File: src/include/ext_volt_change_enable_params.svh
// Operation
// - Writing go bit starts single conversion
// - Single completion stores result, raises interrupt
// - No background conversions until interval programmed
// - Interval field selects background conversion period
// - Background result beyond delta signals change
// - Change sets power event change flag
// - Change flag reaches interrupt only when enabled
// - Full power: single and background conversions
// - Battery active: single only, background suppressed
// - Sleep: background conversions only
// - Result register updates only with interrupt
// - Interrupt on change or single completion
// - Converter interrupt has no pollable flag
// - Result is unsigned eight bit code
// - One code step is 15.3 mV
`ifndef EXT_VOLT_CHANGE_ENABLE_PARAMS_SVH
`define EXT_VOLT_CHANGE_ENABLE_PARAMS_SVH

// ---------------------------------------------------------------
// Register offsets
// ---------------------------------------------------------------
`define EXT_VOLT_CHANGE_ENABLE_ADDR_START   8'hd8
`define EXT_VOLT_CHANGE_ENABLE_ADDR_ENABLE  8'hec
`define EXT_VOLT_CHANGE_ENABLE_ADDR_RESULT  8'hef
`define EXT_VOLT_CHANGE_ENABLE_ADDR_DELTA   8'hf3
`define EXT_VOLT_CHANGE_ENABLE_ADDR_FLAGS   8'hf8
`define EXT_VOLT_CHANGE_ENABLE_ADDR_PERIOD  8'hf9

// ---------------------------------------------------------------
// Field positions and reset values
// ---------------------------------------------------------------
`define EXT_VOLT_CHANGE_ENABLE_GO_BIT       2
`define EXT_VOLT_CHANGE_ENABLE_EN_BIT       3
`define EXT_VOLT_CHANGE_ENABLE_FLAG_BIT     3
`define EXT_VOLT_CHANGE_ENABLE_PER_LSB      4
`define EXT_VOLT_CHANGE_ENABLE_PER_MSB      5
`define EXT_VOLT_CHANGE_ENABLE_DELTA_MSB    2
`define EXT_VOLT_CHANGE_ENABLE_RESET_BYTE   8'h00
`define EXT_VOLT_CHANGE_ENABLE_RESET_PER    2'h0
`define EXT_VOLT_CHANGE_ENABLE_RESET_DELTA  3'h0

// ---------------------------------------------------------------
// Timing
// ---------------------------------------------------------------
`define EXT_VOLT_CHANGE_ENABLE_CLK_KHZ      125000
`define EXT_VOLT_CHANGE_ENABLE_PER1_MS      1000
`define EXT_VOLT_CHANGE_ENABLE_PER2_MS      2000
`define EXT_VOLT_CHANGE_ENABLE_PER3_MS      4000
`define EXT_VOLT_CHANGE_ENABLE_LSB_UV       15300

`endif

File: src/include/ext_volt_change_enable_pkg.sv
package ext_volt_change_enable_pkg;

    // Register access from the core
    typedef struct packed {
        logic       wr;
        logic       rd;
        logic [7:0] addr;
        logic [7:0] wdata;
    } ext_volt_change_enable_sfr_req_t;

    // Power state, one bit per state
    typedef struct packed {
        logic full;
        logic battery;
        logic sleep;
    } ext_volt_change_enable_pwr_t;

    // Unsigned conversion code
    typedef logic [7:0] ext_volt_change_enable_code_t;

    typedef enum logic [2:0] {
        EXT_VOLT_CHANGE_ENABLE_IDLE = 3'b001,
        EXT_VOLT_CHANGE_ENABLE_CONV = 3'b010,
        EXT_VOLT_CHANGE_ENABLE_DROP = 3'b100
    } ext_volt_change_enable_state_t;

endpackage : ext_volt_change_enable_pkg

File: src/rtl/ext_volt_change_enable_tick.sv
`timescale 1ns/1ps
`include "ext_volt_change_enable_params.svh"

module ext_volt_change_enable_tick
#(
    parameter logic [31:0] PER1_CYC = 32'd1,
    parameter logic [31:0] PER2_CYC = 32'd2,
    parameter logic [31:0] PER3_CYC = 32'd4
)
(
    // Clock and reset
    input  wire logic       clk,
    input  wire logic       rst_n,
    input  wire logic       ce,
    // Control
    input  wire logic [1:0] sel,
    // Event
    output logic            tick
);

    logic [31:0] cnt_q;
    logic [1:0]  sel_q;
    logic [31:0] limit;
    wire         restart = (sel != sel_q);
    wire         wrap    = (cnt_q >= limit - 32'd1);

    assign limit = (sel == 2'd1) ? PER1_CYC :
                   (sel == 2'd2) ? PER2_CYC : PER3_CYC;

    always_ff @(posedge clk or negedge rst_n)
    begin
        if (!rst_n)
        begin
            cnt_q <= 32'h0;
            sel_q <= `EXT_VOLT_CHANGE_ENABLE_RESET_PER;
            tick  <= 1'b0;
        end
        else if (ce)
        begin
            sel_q <= sel;
            if (sel == 2'd0 || restart)
            begin
                cnt_q <= 32'h0;
                tick  <= 1'b0;
            end
            else
            begin
                cnt_q <= wrap ? 32'h0 : cnt_q + 32'd1;
                tick  <= wrap;
            end
        end
    end

endmodule : ext_volt_change_enable_tick

File: src/rtl/ext_volt_change_enable_ctrl.sv
`timescale 1ns/1ps
`include "ext_volt_change_enable_params.svh"

module ext_volt_change_enable_ctrl
    import ext_volt_change_enable_pkg::*;
#(
    parameter logic [31:0] PER1_CYC = 32'(`EXT_VOLT_CHANGE_ENABLE_PER1_MS * `EXT_VOLT_CHANGE_ENABLE_CLK_KHZ),
    parameter logic [31:0] PER2_CYC = 32'(`EXT_VOLT_CHANGE_ENABLE_PER2_MS * `EXT_VOLT_CHANGE_ENABLE_CLK_KHZ),
    parameter logic [31:0] PER3_CYC = 32'(`EXT_VOLT_CHANGE_ENABLE_PER3_MS * `EXT_VOLT_CHANGE_ENABLE_CLK_KHZ)
)
(
    // Clock and reset
    input  wire logic           core_clk,
    input  wire logic           reset_n,
    input  wire logic           clk_en,
    // Register access
    input  wire ext_volt_change_enable_sfr_req_t sfr_req,
    output logic [7:0]          sfr_rdata,
    // Power state
    input  wire ext_volt_change_enable_pwr_t     pwr_mode_in,
    // Converter handshake
    output logic                conv_req,
    input  wire logic           conv_done_in,
    input  wire ext_volt_change_enable_code_t    conv_data_in,
    // Interrupts
    output logic                adc_irq,
    output logic                psm_irq
);

    // ---------------------------------------------------------------
    // Reset release
    // ---------------------------------------------------------------
    logic rst_meta_q;
    logic rst_n_q;

    always_ff @(posedge core_clk or negedge reset_n)
    begin
        if (!reset_n)
        begin
            rst_meta_q <= 1'b0;
            rst_n_q    <= 1'b0;
        end
        else if (clk_en)
        begin
            rst_meta_q <= 1'b1;
            rst_n_q    <= rst_meta_q;
        end
    end

    // ---------------------------------------------------------------
    // Input synchronisers
    // ---------------------------------------------------------------
    logic [11:0] sync_meta_q;
    logic [11:0] sync_q;
    wire  [11:0] sync_in = {pwr_mode_in, conv_done_in, conv_data_in};

    always_ff @(posedge core_clk or negedge rst_n_q)
    begin
        if (!rst_n_q)
        begin
            sync_meta_q <= 12'h000;
            sync_q      <= 12'h000;
        end
        else if (clk_en)
        begin
            sync_meta_q <= sync_in;
            sync_q      <= sync_meta_q;
        end
    end

    ext_volt_change_enable_pwr_t  pwr_s;
    logic        done_s;
    ext_volt_change_enable_code_t data_s;

    assign pwr_s  = ext_volt_change_enable_pwr_t'(sync_q[11:9]);
    assign done_s = sync_q[8];
    assign data_s = sync_q[7:0];

    // ---------------------------------------------------------------
    // Register state
    // ---------------------------------------------------------------
    logic        go_q;
    logic        en_q;
    logic        flag_q;
    logic [2:0]  delta_q;
    logic [1:0]  per_q;
    ext_volt_change_enable_code_t result_q;
    ext_volt_change_enable_code_t ref_q;

    wire wr_start  = sfr_req.wr && (sfr_req.addr == `EXT_VOLT_CHANGE_ENABLE_ADDR_START);
    wire wr_enable = sfr_req.wr && (sfr_req.addr == `EXT_VOLT_CHANGE_ENABLE_ADDR_ENABLE);
    wire wr_delta  = sfr_req.wr && (sfr_req.addr == `EXT_VOLT_CHANGE_ENABLE_ADDR_DELTA);
    wire wr_flags  = sfr_req.wr && (sfr_req.addr == `EXT_VOLT_CHANGE_ENABLE_ADDR_FLAGS);
    wire wr_period = sfr_req.wr && (sfr_req.addr == `EXT_VOLT_CHANGE_ENABLE_ADDR_PERIOD);

    // ---------------------------------------------------------------
    // Power state gating
    // ---------------------------------------------------------------
    wire single_ok = pwr_s.full || pwr_s.battery;
    wire bg_ok     = pwr_s.full || pwr_s.sleep;

    // ---------------------------------------------------------------
    // Background interval
    // ---------------------------------------------------------------
    logic bg_tick;

    ext_volt_change_enable_tick #(
        .PER1_CYC (PER1_CYC),
        .PER2_CYC (PER2_CYC),
        .PER3_CYC (PER3_CYC)
    ) u_tick (
        .clk   (core_clk),
        .rst_n (rst_n_q),
        .ce    (clk_en),
        .sel   (per_q),
        .tick  (bg_tick)
    );

    // ---------------------------------------------------------------
    // Conversion sequencer
    // ---------------------------------------------------------------
    ext_volt_change_enable_state_t state_q;
    ext_volt_change_enable_state_t state_d;
    logic         single_q;
    logic         single_d;
    logic         bg_pend_q;

    wire start_single = go_q && single_ok;
    wire start_bg     = bg_pend_q && bg_ok;
    wire done_evt     = (state_q == EXT_VOLT_CHANGE_ENABLE_CONV) && done_s;

    always_comb
    begin
        state_d  = state_q;
        single_d = single_q;
        unique case (state_q)
            EXT_VOLT_CHANGE_ENABLE_IDLE:
            begin
                if (start_single)
                begin
                    state_d  = EXT_VOLT_CHANGE_ENABLE_CONV;
                    single_d = 1'b1;
                end
                else if (start_bg)
                begin
                    state_d  = EXT_VOLT_CHANGE_ENABLE_CONV;
                    single_d = 1'b0;
                end
            end
            EXT_VOLT_CHANGE_ENABLE_CONV:
            begin
                if (done_s)
                begin
                    state_d = EXT_VOLT_CHANGE_ENABLE_DROP;
                end
            end
            EXT_VOLT_CHANGE_ENABLE_DROP:
            begin
                if (!done_s)
                begin
                    state_d = EXT_VOLT_CHANGE_ENABLE_IDLE;
                end
            end
            default:
            begin
                state_d  = EXT_VOLT_CHANGE_ENABLE_IDLE;
                single_d = 1'b0;
            end
        endcase
    end

    wire bg_start_evt = (state_q == EXT_VOLT_CHANGE_ENABLE_IDLE) && !start_single && start_bg;

    always_ff @(posedge core_clk or negedge rst_n_q)
    begin
        if (!rst_n_q)
        begin
            state_q   <= EXT_VOLT_CHANGE_ENABLE_IDLE;
            single_q  <= 1'b0;
            conv_req  <= 1'b0;
            bg_pend_q <= 1'b0;
        end
        else if (clk_en)
        begin
            state_q   <= state_d;
            single_q  <= single_d;
            conv_req  <= (state_d == EXT_VOLT_CHANGE_ENABLE_CONV);
            bg_pend_q <= bg_ok
                         && (bg_tick || (bg_pend_q && !bg_start_evt));
        end
    end

    // ---------------------------------------------------------------
    // Result compare
    // ---------------------------------------------------------------
    ext_volt_change_enable_code_t abs_diff;
    logic        change;
    logic        irq_evt;

    assign abs_diff = (data_s >= ref_q) ? data_s - ref_q
                                        : ref_q - data_s;
    assign change   = abs_diff > {5'h00, delta_q};
    assign irq_evt  = done_evt && (single_q || change);

    wire flag_set = done_evt && !single_q && change;
    wire go_clear = done_evt && single_q;

    // ---------------------------------------------------------------
    // Register updates
    // ---------------------------------------------------------------
    always_ff @(posedge core_clk or negedge rst_n_q)
    begin
        if (!rst_n_q)
        begin
            go_q    <= 1'b0;
            en_q    <= 1'b0;
            delta_q <= `EXT_VOLT_CHANGE_ENABLE_RESET_DELTA;
            per_q   <= `EXT_VOLT_CHANGE_ENABLE_RESET_PER;
        end
        else if (clk_en)
        begin
            if (wr_start)
            begin
                go_q <= sfr_req.wdata[`EXT_VOLT_CHANGE_ENABLE_GO_BIT];
            end
            else if (go_clear)
            begin
                go_q <= 1'b0;
            end
            if (wr_enable)
            begin
                en_q <= sfr_req.wdata[`EXT_VOLT_CHANGE_ENABLE_EN_BIT];
            end
            if (wr_delta)
            begin
                delta_q <= sfr_req.wdata[`EXT_VOLT_CHANGE_ENABLE_DELTA_MSB:0];
            end
            if (wr_period)
            begin
                per_q <= sfr_req.wdata[`EXT_VOLT_CHANGE_ENABLE_PER_MSB:`EXT_VOLT_CHANGE_ENABLE_PER_LSB];
            end
        end
    end

    always_ff @(posedge core_clk or negedge rst_n_q)
    begin
        if (!rst_n_q)
        begin
            flag_q <= 1'b0;
        end
        else if (clk_en)
        begin
            if (flag_set)
            begin
                flag_q <= 1'b1;
            end
            else if (wr_flags && !sfr_req.wdata[`EXT_VOLT_CHANGE_ENABLE_FLAG_BIT])
            begin
                flag_q <= 1'b0;
            end
        end
    end

    // Result and reference move only with the converter interrupt
    always_ff @(posedge core_clk or negedge rst_n_q)
    begin
        if (!rst_n_q)
        begin
            result_q <= `EXT_VOLT_CHANGE_ENABLE_RESET_BYTE;
            ref_q    <= `EXT_VOLT_CHANGE_ENABLE_RESET_BYTE;
        end
        else if (clk_en && irq_evt)
        begin
            // Raw code, one step per EXT_VOLT_CHANGE_ENABLE_LSB_UV microvolts
            result_q <= data_s;
            ref_q    <= data_s;
        end
    end

    // ---------------------------------------------------------------
    // Interrupt outputs
    // ---------------------------------------------------------------
    // The converter interrupt is a pulse only; nothing latches it
    always_ff @(posedge core_clk or negedge rst_n_q)
    begin
        if (!rst_n_q)
        begin
            adc_irq <= 1'b0;
            psm_irq <= 1'b0;
        end
        else if (clk_en)
        begin
            adc_irq <= irq_evt;
            psm_irq <= (flag_q || flag_set) && en_q;
        end
    end

    // ---------------------------------------------------------------
    // Read path
    // ---------------------------------------------------------------
    logic [7:0] rd_mux;

    always_comb
    begin
        rd_mux = `EXT_VOLT_CHANGE_ENABLE_RESET_BYTE;
        unique case (sfr_req.addr)
            `EXT_VOLT_CHANGE_ENABLE_ADDR_START:  rd_mux[`EXT_VOLT_CHANGE_ENABLE_GO_BIT] = go_q;
            `EXT_VOLT_CHANGE_ENABLE_ADDR_ENABLE: rd_mux[`EXT_VOLT_CHANGE_ENABLE_EN_BIT] = en_q;
            `EXT_VOLT_CHANGE_ENABLE_ADDR_RESULT: rd_mux = result_q;
            `EXT_VOLT_CHANGE_ENABLE_ADDR_DELTA:  rd_mux[`EXT_VOLT_CHANGE_ENABLE_DELTA_MSB:0] = delta_q;
            `EXT_VOLT_CHANGE_ENABLE_ADDR_FLAGS:  rd_mux[`EXT_VOLT_CHANGE_ENABLE_FLAG_BIT] = flag_q;
            `EXT_VOLT_CHANGE_ENABLE_ADDR_PERIOD: rd_mux[`EXT_VOLT_CHANGE_ENABLE_PER_MSB:`EXT_VOLT_CHANGE_ENABLE_PER_LSB] = per_q;
            default:            rd_mux = `EXT_VOLT_CHANGE_ENABLE_RESET_BYTE;
        endcase
    end

    always_ff @(posedge core_clk or negedge rst_n_q)
    begin
        if (!rst_n_q)
        begin
            sfr_rdata <= `EXT_VOLT_CHANGE_ENABLE_RESET_BYTE;
        end
        else if (clk_en && sfr_req.rd)
        begin
            sfr_rdata <= rd_mux;
        end
    end

endmodule : ext_volt_change_enable_ctrl

File: config.mk
export PLATFORM = sky130hd
export DESIGN_NAME = ext_volt_change_enable_ctrl
export DESIGN_NICKNAME = d
export VERILOG_FILES = /design/src/include/ext_volt_change_enable_pkg.sv /design/src/rtl/ext_volt_change_enable_tick.sv /design/src/rtl/ext_volt_change_enable_ctrl.sv
export VERILOG_INCLUDE_DIRS = /design/src /design/src/include
export SDC_FILE = /design/constraint.sdc
export NUM_CORES = 1
export LEC_CHECK = 0
export BUFFER_PORTS_ARGS = -buffer_cell sky130_fd_sc_hd__buf_4
export CORE_ASPECT_RATIO = 0.5
export CORE_MARGIN = 4
export CORE_UTILIZATION = 55
export CTS_CLUSTER_DIAMETER = 100
export DETAILED_ROUTE_END_ITERATION = 16
export GPL_TIMING_DRIVEN = 0
export PLACE_DENSITY = 0.73
export SLEW_MARGIN = 30
export SYNTH_ARGS = -nofsm -noshare
export SYNTH_HDL_FRONTEND = slang
export SYNTH_SLANG_ARGS = --single-unit
File: constraint.sdc
create_clock -name core_clk -period 3.4 [get_ports core_clk]
set_input_delay 0.34 -clock core_clk [delete_from_list [all_inputs] [get_ports core_clk]]
set_output_delay 0.34 -clock core_clk [all_outputs]
set_load 0.01 [all_outputs]
Word-level counts from Yosys, hierarchy flattened
Index checks and enable logic that the tools add are counted.
- input bits: 33
- memories: 0
- latch bits: 0
- register bits: 93
- bits in writable memories: 0
- bits in read-only memories: 0
- logic and storage cells: 105
- order comparisons: 3
- bitwise gates (word level): 1
- shift operators: 0
- multiplexer cells: 23
- divide/modulo/power cells: 0
- multipliers: 0
- reduce and logical (&&, ||, !) cells: 40
- equality and inequality tests: 14
- add/subtract/negate cells: 4
- operators by type and width (kind ; number):
    2-to-1 mux 32 bit ; 3
    equality test 8 bit (second input constant) ; 6
    adder 32 x 1 -> 32 bit (second input constant) ; 1
    >= comparator 32 bit ; 1
    subtractor 32 x 1 -> 32 bit (second input constant) ; 1
    2-to-1 mux 29 bit ; 1
    logical AND 1 bit ; 20
    subtractor 8 bit ; 2
    2-to-1 mux 3 bit ; 4
    AND reduction 2 bit ; 5
    case mux 3 bit (3 select lines) ; 1
    >= comparator 8 bit ; 1
    greater-than comparator 8 x 3 -> 1 bit ; 1
    2-to-1 mux 8 bit ; 1
    case mux 2 bit (2 select lines) ; 2
    2-to-1 mux 1 bit ; 7
    equality test 3 x 2 -> 1 bit (second input constant) ; 2
    logical OR 1 bit ; 6
    case mux 1 bit (3 select lines) ; 2
    logical NOT 1 bit ; 4
    nonzero test 2 bit ; 2
    equality test 3 x 1 -> 1 bit (second input constant) ; 1
    equality test 3 bit (second input constant) ; 1
    inequality test 3 bit (second input constant) ; 1
    9 further kinds ; 9

Depth between registers and ports, before layout
- word-level depth: 9
- depth in mapped cells: 18

Hierarchy
From an unflattened synthesis, not the netlist that was laid out.
- cells, all modules: 602
- area, all modules: 5760.5 µm²
- modules (own cells, without submodules) (module ; times used ; sequential area each (µm²) ; cells each ; area an instance (µm²)):
    ext_volt_change_enable_ctrl ; 1 ; 1452.6 ; 328 ; 3246.9
    ext_volt_change_enable_tick ; 1 ; 875.8 ; 274 ; 2513.7

Worst setup path before layout
No wires, ideal clock.
- path kind: reg2reg
- start point: reg sync_q[0]
- end point: reg ref_q[5]
- setup time: 133 ps
- stages on the path, launching flop included: 19
- data arrival time: 3500 ps
- clock period less this slack: 3634 ps
- buffers on the path: 1
- path slack: -234 ps
- path through: dfrtp_1 > inv_1 > ha_1 > inv_1 > fa_1 > a21o_1 > a21oi_1 > a311o_1 > nand2_1 > mux2_2 > ha_1 > nor2b_1 > o21ai_0 > a32oi_1 > nor2_1 > clkbuf_1 > nor3_1 > a21oi_1 > o211ai_2
- word-level cells in the longest chain between the ends: 6
- RTL lines (item ; RTL line ; text):
    from (decl) ; ext_volt_change_enable_ctrl.sv:54 ; logic [11:0] sync_q;
    from (signal assigned) ; ext_volt_change_enable_ctrl.sv:67 ; sync_q <= sync_meta_q;
    subtractor 8 bit (tied with other cells) ; ext_volt_change_enable_ctrl.sv:201 ; : ref_q - data_s;
    2-to-1 mux 8 bit * ; ext_volt_change_enable_ctrl.sv:200 ; assign abs_diff = (data_s >= ref_q) ? data_s - ref_q
    greater-than comparator 8 x 3 -> 1 bit * ; ext_volt_change_enable_ctrl.sv:202 ; assign change = abs_diff > {5'h00, delta_q};
    logical OR 1 bit * ; ext_volt_change_enable_ctrl.sv:203 ; assign irq_evt = done_evt && (single_q || change);
    logical AND 1 bit * ; ext_volt_change_enable_ctrl.sv:203 ;
    logical AND 1 bit * ; ext_volt_change_enable_ctrl.sv:272 ; else if (clk_en && irq_evt)
    to (signal assigned) ; ext_volt_change_enable_ctrl.sv:270 ; ref_q <= `EXT_VOLT_CHANGE_ENABLE_RESET_BYTE;
    to (signal assigned) ; ext_volt_change_enable_ctrl.sv:276 ; ref_q <= data_s;
    to (decl) ; ext_volt_change_enable_ctrl.sv:88 ; ext_volt_change_enable_code_t ref_q;
Every way passes the cells marked *; elsewhere a longest branch is shown, timed or not.
A chain may end at the register's enable or synchronous reset.

Worst setup path after layout
- start point: reg sync_q[0]
- end point: reg ref_q[7]
The elaborated chain is that of the path after synthesis.

==> impl_metrics.yaml <==
global_route:
  grt_max_degree: 34
  first_global_vias: 5095
  grt_pass1_wl_um: 25300
  gr-usage-all-layers_pct: 24.7
  grt_overflow: 0
  antenna_found_initial: 0
critical_path:
  critPathBufInv: 3
  start_kind: "flip-flop"
  arrival_ns: 3.75
  worstSetupPathDepth: 18
  rr_startpoint: "sync_q[0]$_DFFE_PN0P_"
  max_stage_delay_ns: 0.39
  reg2reg_depth: 18
  crit_required_ns: 3.67
  end_kind: "flip-flop"
  path_class: "flip-flop to flip-flop"
  crit_family: "compound AO/OA/AOI/OAI gates"
  crit_fanout: 6
  cp-startpoint: "sync_q[0]$_DFFE_PN0P_"
  cp_slowest_cell: "dfrtp_1"
  path_cells: "inv_2 > ha_4 > inv_2 > fa_2 > a21o_1 > a21oi_2 > a311o_1 > nand2_2 > mux2_2 > ha_4 > nor2b_1 > o21ai_1 > a32oi_2 > nor2_2 > buf_6 > nor3b_2 > a21oi_1 > o211ai_2"
place:
  dp.cells: 829
  gp_congestion: 0.905
  place_ws_ns: -0.436
  io_buffer_count: 41
  dpl.hpwl_um: 10800
  post_dp_cell_area_um2: 6630
pwr:
  power_density_nw_per_um2: 463
  power_frac_comb_pct: 30.9
  power.switching_mw: 1.09
  intPower_mw: 2.31
  seqPwrFrac_pct: 38.1
  power.leakage_nw: 3.13
  switching_share_pct: 32.0
  fin_total_pwr_mw: 3.40
  peakVddDrop_v: 0.000299
  clock_power_share_pct: 31.1
route:
  drt_iter0_drc: 399
  routedWlPerCell_um: 18.2
  routed_via_density: 6.12
  drc: 0
  routed_wl_um: 15800
  dr.pass1.iters: 5
  ant_nets: 0
  dr_total_vias: 5333
cts:
  clkTransAtPathRegs_ns: 0.06
  clock_sinks: 93
  cts_made_buffers: 9
  clock_path_buffers: 2
  insertion_delay_ns: 0.34
  cts_root_buffer: "clkbuf_16"
  htreeDepth: 3
  cts_tree: "done"
synthesis:
  async_reset_ff_share_pct: 100
  yosysUniqueCellTypes: 68
  netlist_area_um2: 6080
  synth-edff-count: 0
  synth_seq_area_share_pct: 38.3
  synth-main-ff-cell: "dfrtp_1"
  ys_seq_elements: 93
  synthCells: 646
  yosys_warnings: 0
  syn_nets: 723
  syn_avg_cell_area_um2: 9.41
timing:
  fmax_mhz: 288
  setup_viol: 8
  fin_crit_ns: 3.48
  tightest_slew_ns: 0.936
  hold_ws_ns: 0.210
  post-route-period-util_pct: 102
  hold_viol_final: 0
  slew_headroom_pct: 37.0
  final.setup.worst_slack_ns: -0.0758
  finalSetupTns_ns: -0.281
  final-max-slew-violation-count: 0
  fin_skew_ns: 0.00811
  rsz0062_at_grt: "true"
run_status:
  violations: "negative setup slack"
  status: "complete, but fails checks"
cells_and_area:
  post-route-util_pct: 70.0
  design_area_um2: 7330
  layout-drive-gt1-share_pct: 26.1
  fillerInstances: 799
  syn2layout_area_growth_pct: 20.6
  fin_nets: 803
  instances_no_fill: 871
  n_antenna_cell: 0
min_path:
  min_path_cells: 3
  min_from: "sfr_req[5]"
  holdCritPathClass: "input pin to flip-flop"
die:
  dieArea_um2: 12900
  ioPinCount: 44
  row_count: 26
  die_x_um: 157
  fp.coreArea_um2: 10500
  die_height_um: 82.4
  initial_core_util_pct: 58.1
job:
  max_cap_violations: 0
## layout by cell type, fill, tap and decap left out, types with 6 or more instances in the layout
master,n
a21o_1,6
nor2_1,23
a31oi_1,15
nor3_1,9
a2111o_1,7
inv_1,39
mux2_2,23
ha_1,38
o211ai_2,8
clkbuf_16,9
a22oi_1,7
o21ai_0,30
buf_4,65
o311ai_2,14
a21oi_1,26
nand3_1,32
and3_1,9
buf_6,8
a21oi_2,6
nand2_1,70
and2_1,8
dfrtp_1,86
clkbuf_1,17
nor2b_1,7
o22ai_1,6
mux2i_1,12
nand4_1,25
nand2b_1,7
## Yosys cell counts, types with 3 or more instances
master,n,area (um2)
a2111o_1,7,78.8
a21boi_0,3,22.5
a21o_1,6,45.0
a21oi_1,32,160
a22oi_1,7,52.6
a31oi_1,16,100
and2_1,8,50.1
and3_1,9,56.3
and4_1,4,35.0
buf_1,6,22.5
buf_2,4,20.0
buf_4,3,22.5
buf_6,4,45.0
clkbuf_1,16,60.1
dfrtp_1,92,2300
ha_1,42,526
inv_1,44,165
mux2_2,23,259
mux2i_1,13,130
nand2_1,76,285
nand2b_1,7,43.8
nand3_1,32,160
nand4_1,25,156
nor2_1,24,90.1
nor2b_1,7,43.8
nor3_1,14,70.1
nor4_1,6,37.5
o211ai_2,8,100
o21a_1,3,22.5
o21ai_0,31,155
o21ai_1,3,15.0
o22ai_1,6,37.5
o311ai_2,14,228
or2_2,4,25.0
xor2_1,5,43.8
## final timing paths
path | to | slack (ns)
worst max-delay path | ref_q[7]$_DFFE_PN0P_ | -0.08
worst min-delay path | per_q[1]$_DFFE_PN0P_ | 0.21
worst max register to register | ref_q[7]$_DFFE_PN0P_ | -0.08
worst min register to register | conv_req$_DFFE_PN0P_ | 0.27
max in group asynchronous | state_q[0]$_DFFE_PN1P_ | 2.56
min in group asynchronous | conv_req$_DFFE_PN0P_ | 0.27
## power by group through the flow
stage	Sequential [mW]	Clock, mW	Combinational [mW]
finish	1.29	1.06	1.05
global route	1.30	1.13	1.14
CTS	1.29	1.08	0.913
detailed placement	1.31	0	0.791
global placement	1.30	0	0.770
floorplan	1.27	0	0.609
## flip-flops by register name, summed over array words and instances (netlist names), 2 cells and up
name          cells
delta_q           3
per_q             2
ref_q             8
sfr_rdata         8
state_q           3
sync_meta_q      12
sync_q           12
u_tick.cnt_q     32
u_tick.sel_q      2
## per-layer routing
| layer | share of wire (%) | track usage, % | wire, um | vias up |
|---|---|---|---|---|
| met3 | 4.3 | 4.22 | 679 | 23 |
| met5 | 0 | 0 | 0 | - |
| li1 | - | - | - | 2532 |
| met1 | 44 | 32.2 | 7020 | 2639 |
| met2 | 50 | 43.7 | 7880 | 139 |
| met4 | 1.5 | 5.71 | 240 | 0 |
## cell type report
| cell class | count | area (um2) | area share [%] |
|---|---|---|---|
| buffer | 32 | 184 | 2.51 |
| multi-input combinational | 474 | 3560 | 48.6 |
| clock buffer | 12 | 236 | 3.22 |
| timing repair buffer | 71 | 597 | 8.14 |
| sequential | 93 | 2340 | 31.9 |
| clock inverter | 4 | 72.6 | 0.989 |
| tap | 140 | 175 | 2.39 |
| inverter | 45 | 169 | 2.30 |
## tightest hold or removal path, cell delays in order
cell and delay, ns:
buf_4 0.08, nand2_1 0.03, o21ai_0 0.06
## logic make-up after synthesis
| family | count (synthesis) | synth area share, % |
|---|---|---|
| and+or+nand+nor | 224 | 18.5 |
| AOI/OAI and AO/OA | 163 | 20.9 |
| DFF | 93 | 38.3 |
| buffers and inverters | 79 | 5.66 |
| adders and majority gates | 44 | 9.30 |
| muxes | 36 | 6.40 |
| xor gates and xnor gates | 6 | 0.864 |
| other | 1 | 0.0617 |
## what timing repair did
item,in CTS,in global routing
setup buffers,18,9
endpoints found under the hold margin,2,0
resized for setup,13,32
hold buffers,1,0
pin swaps,6,15
setup endpoints to repair,39,36
Power figures use the tool's default switching activity.
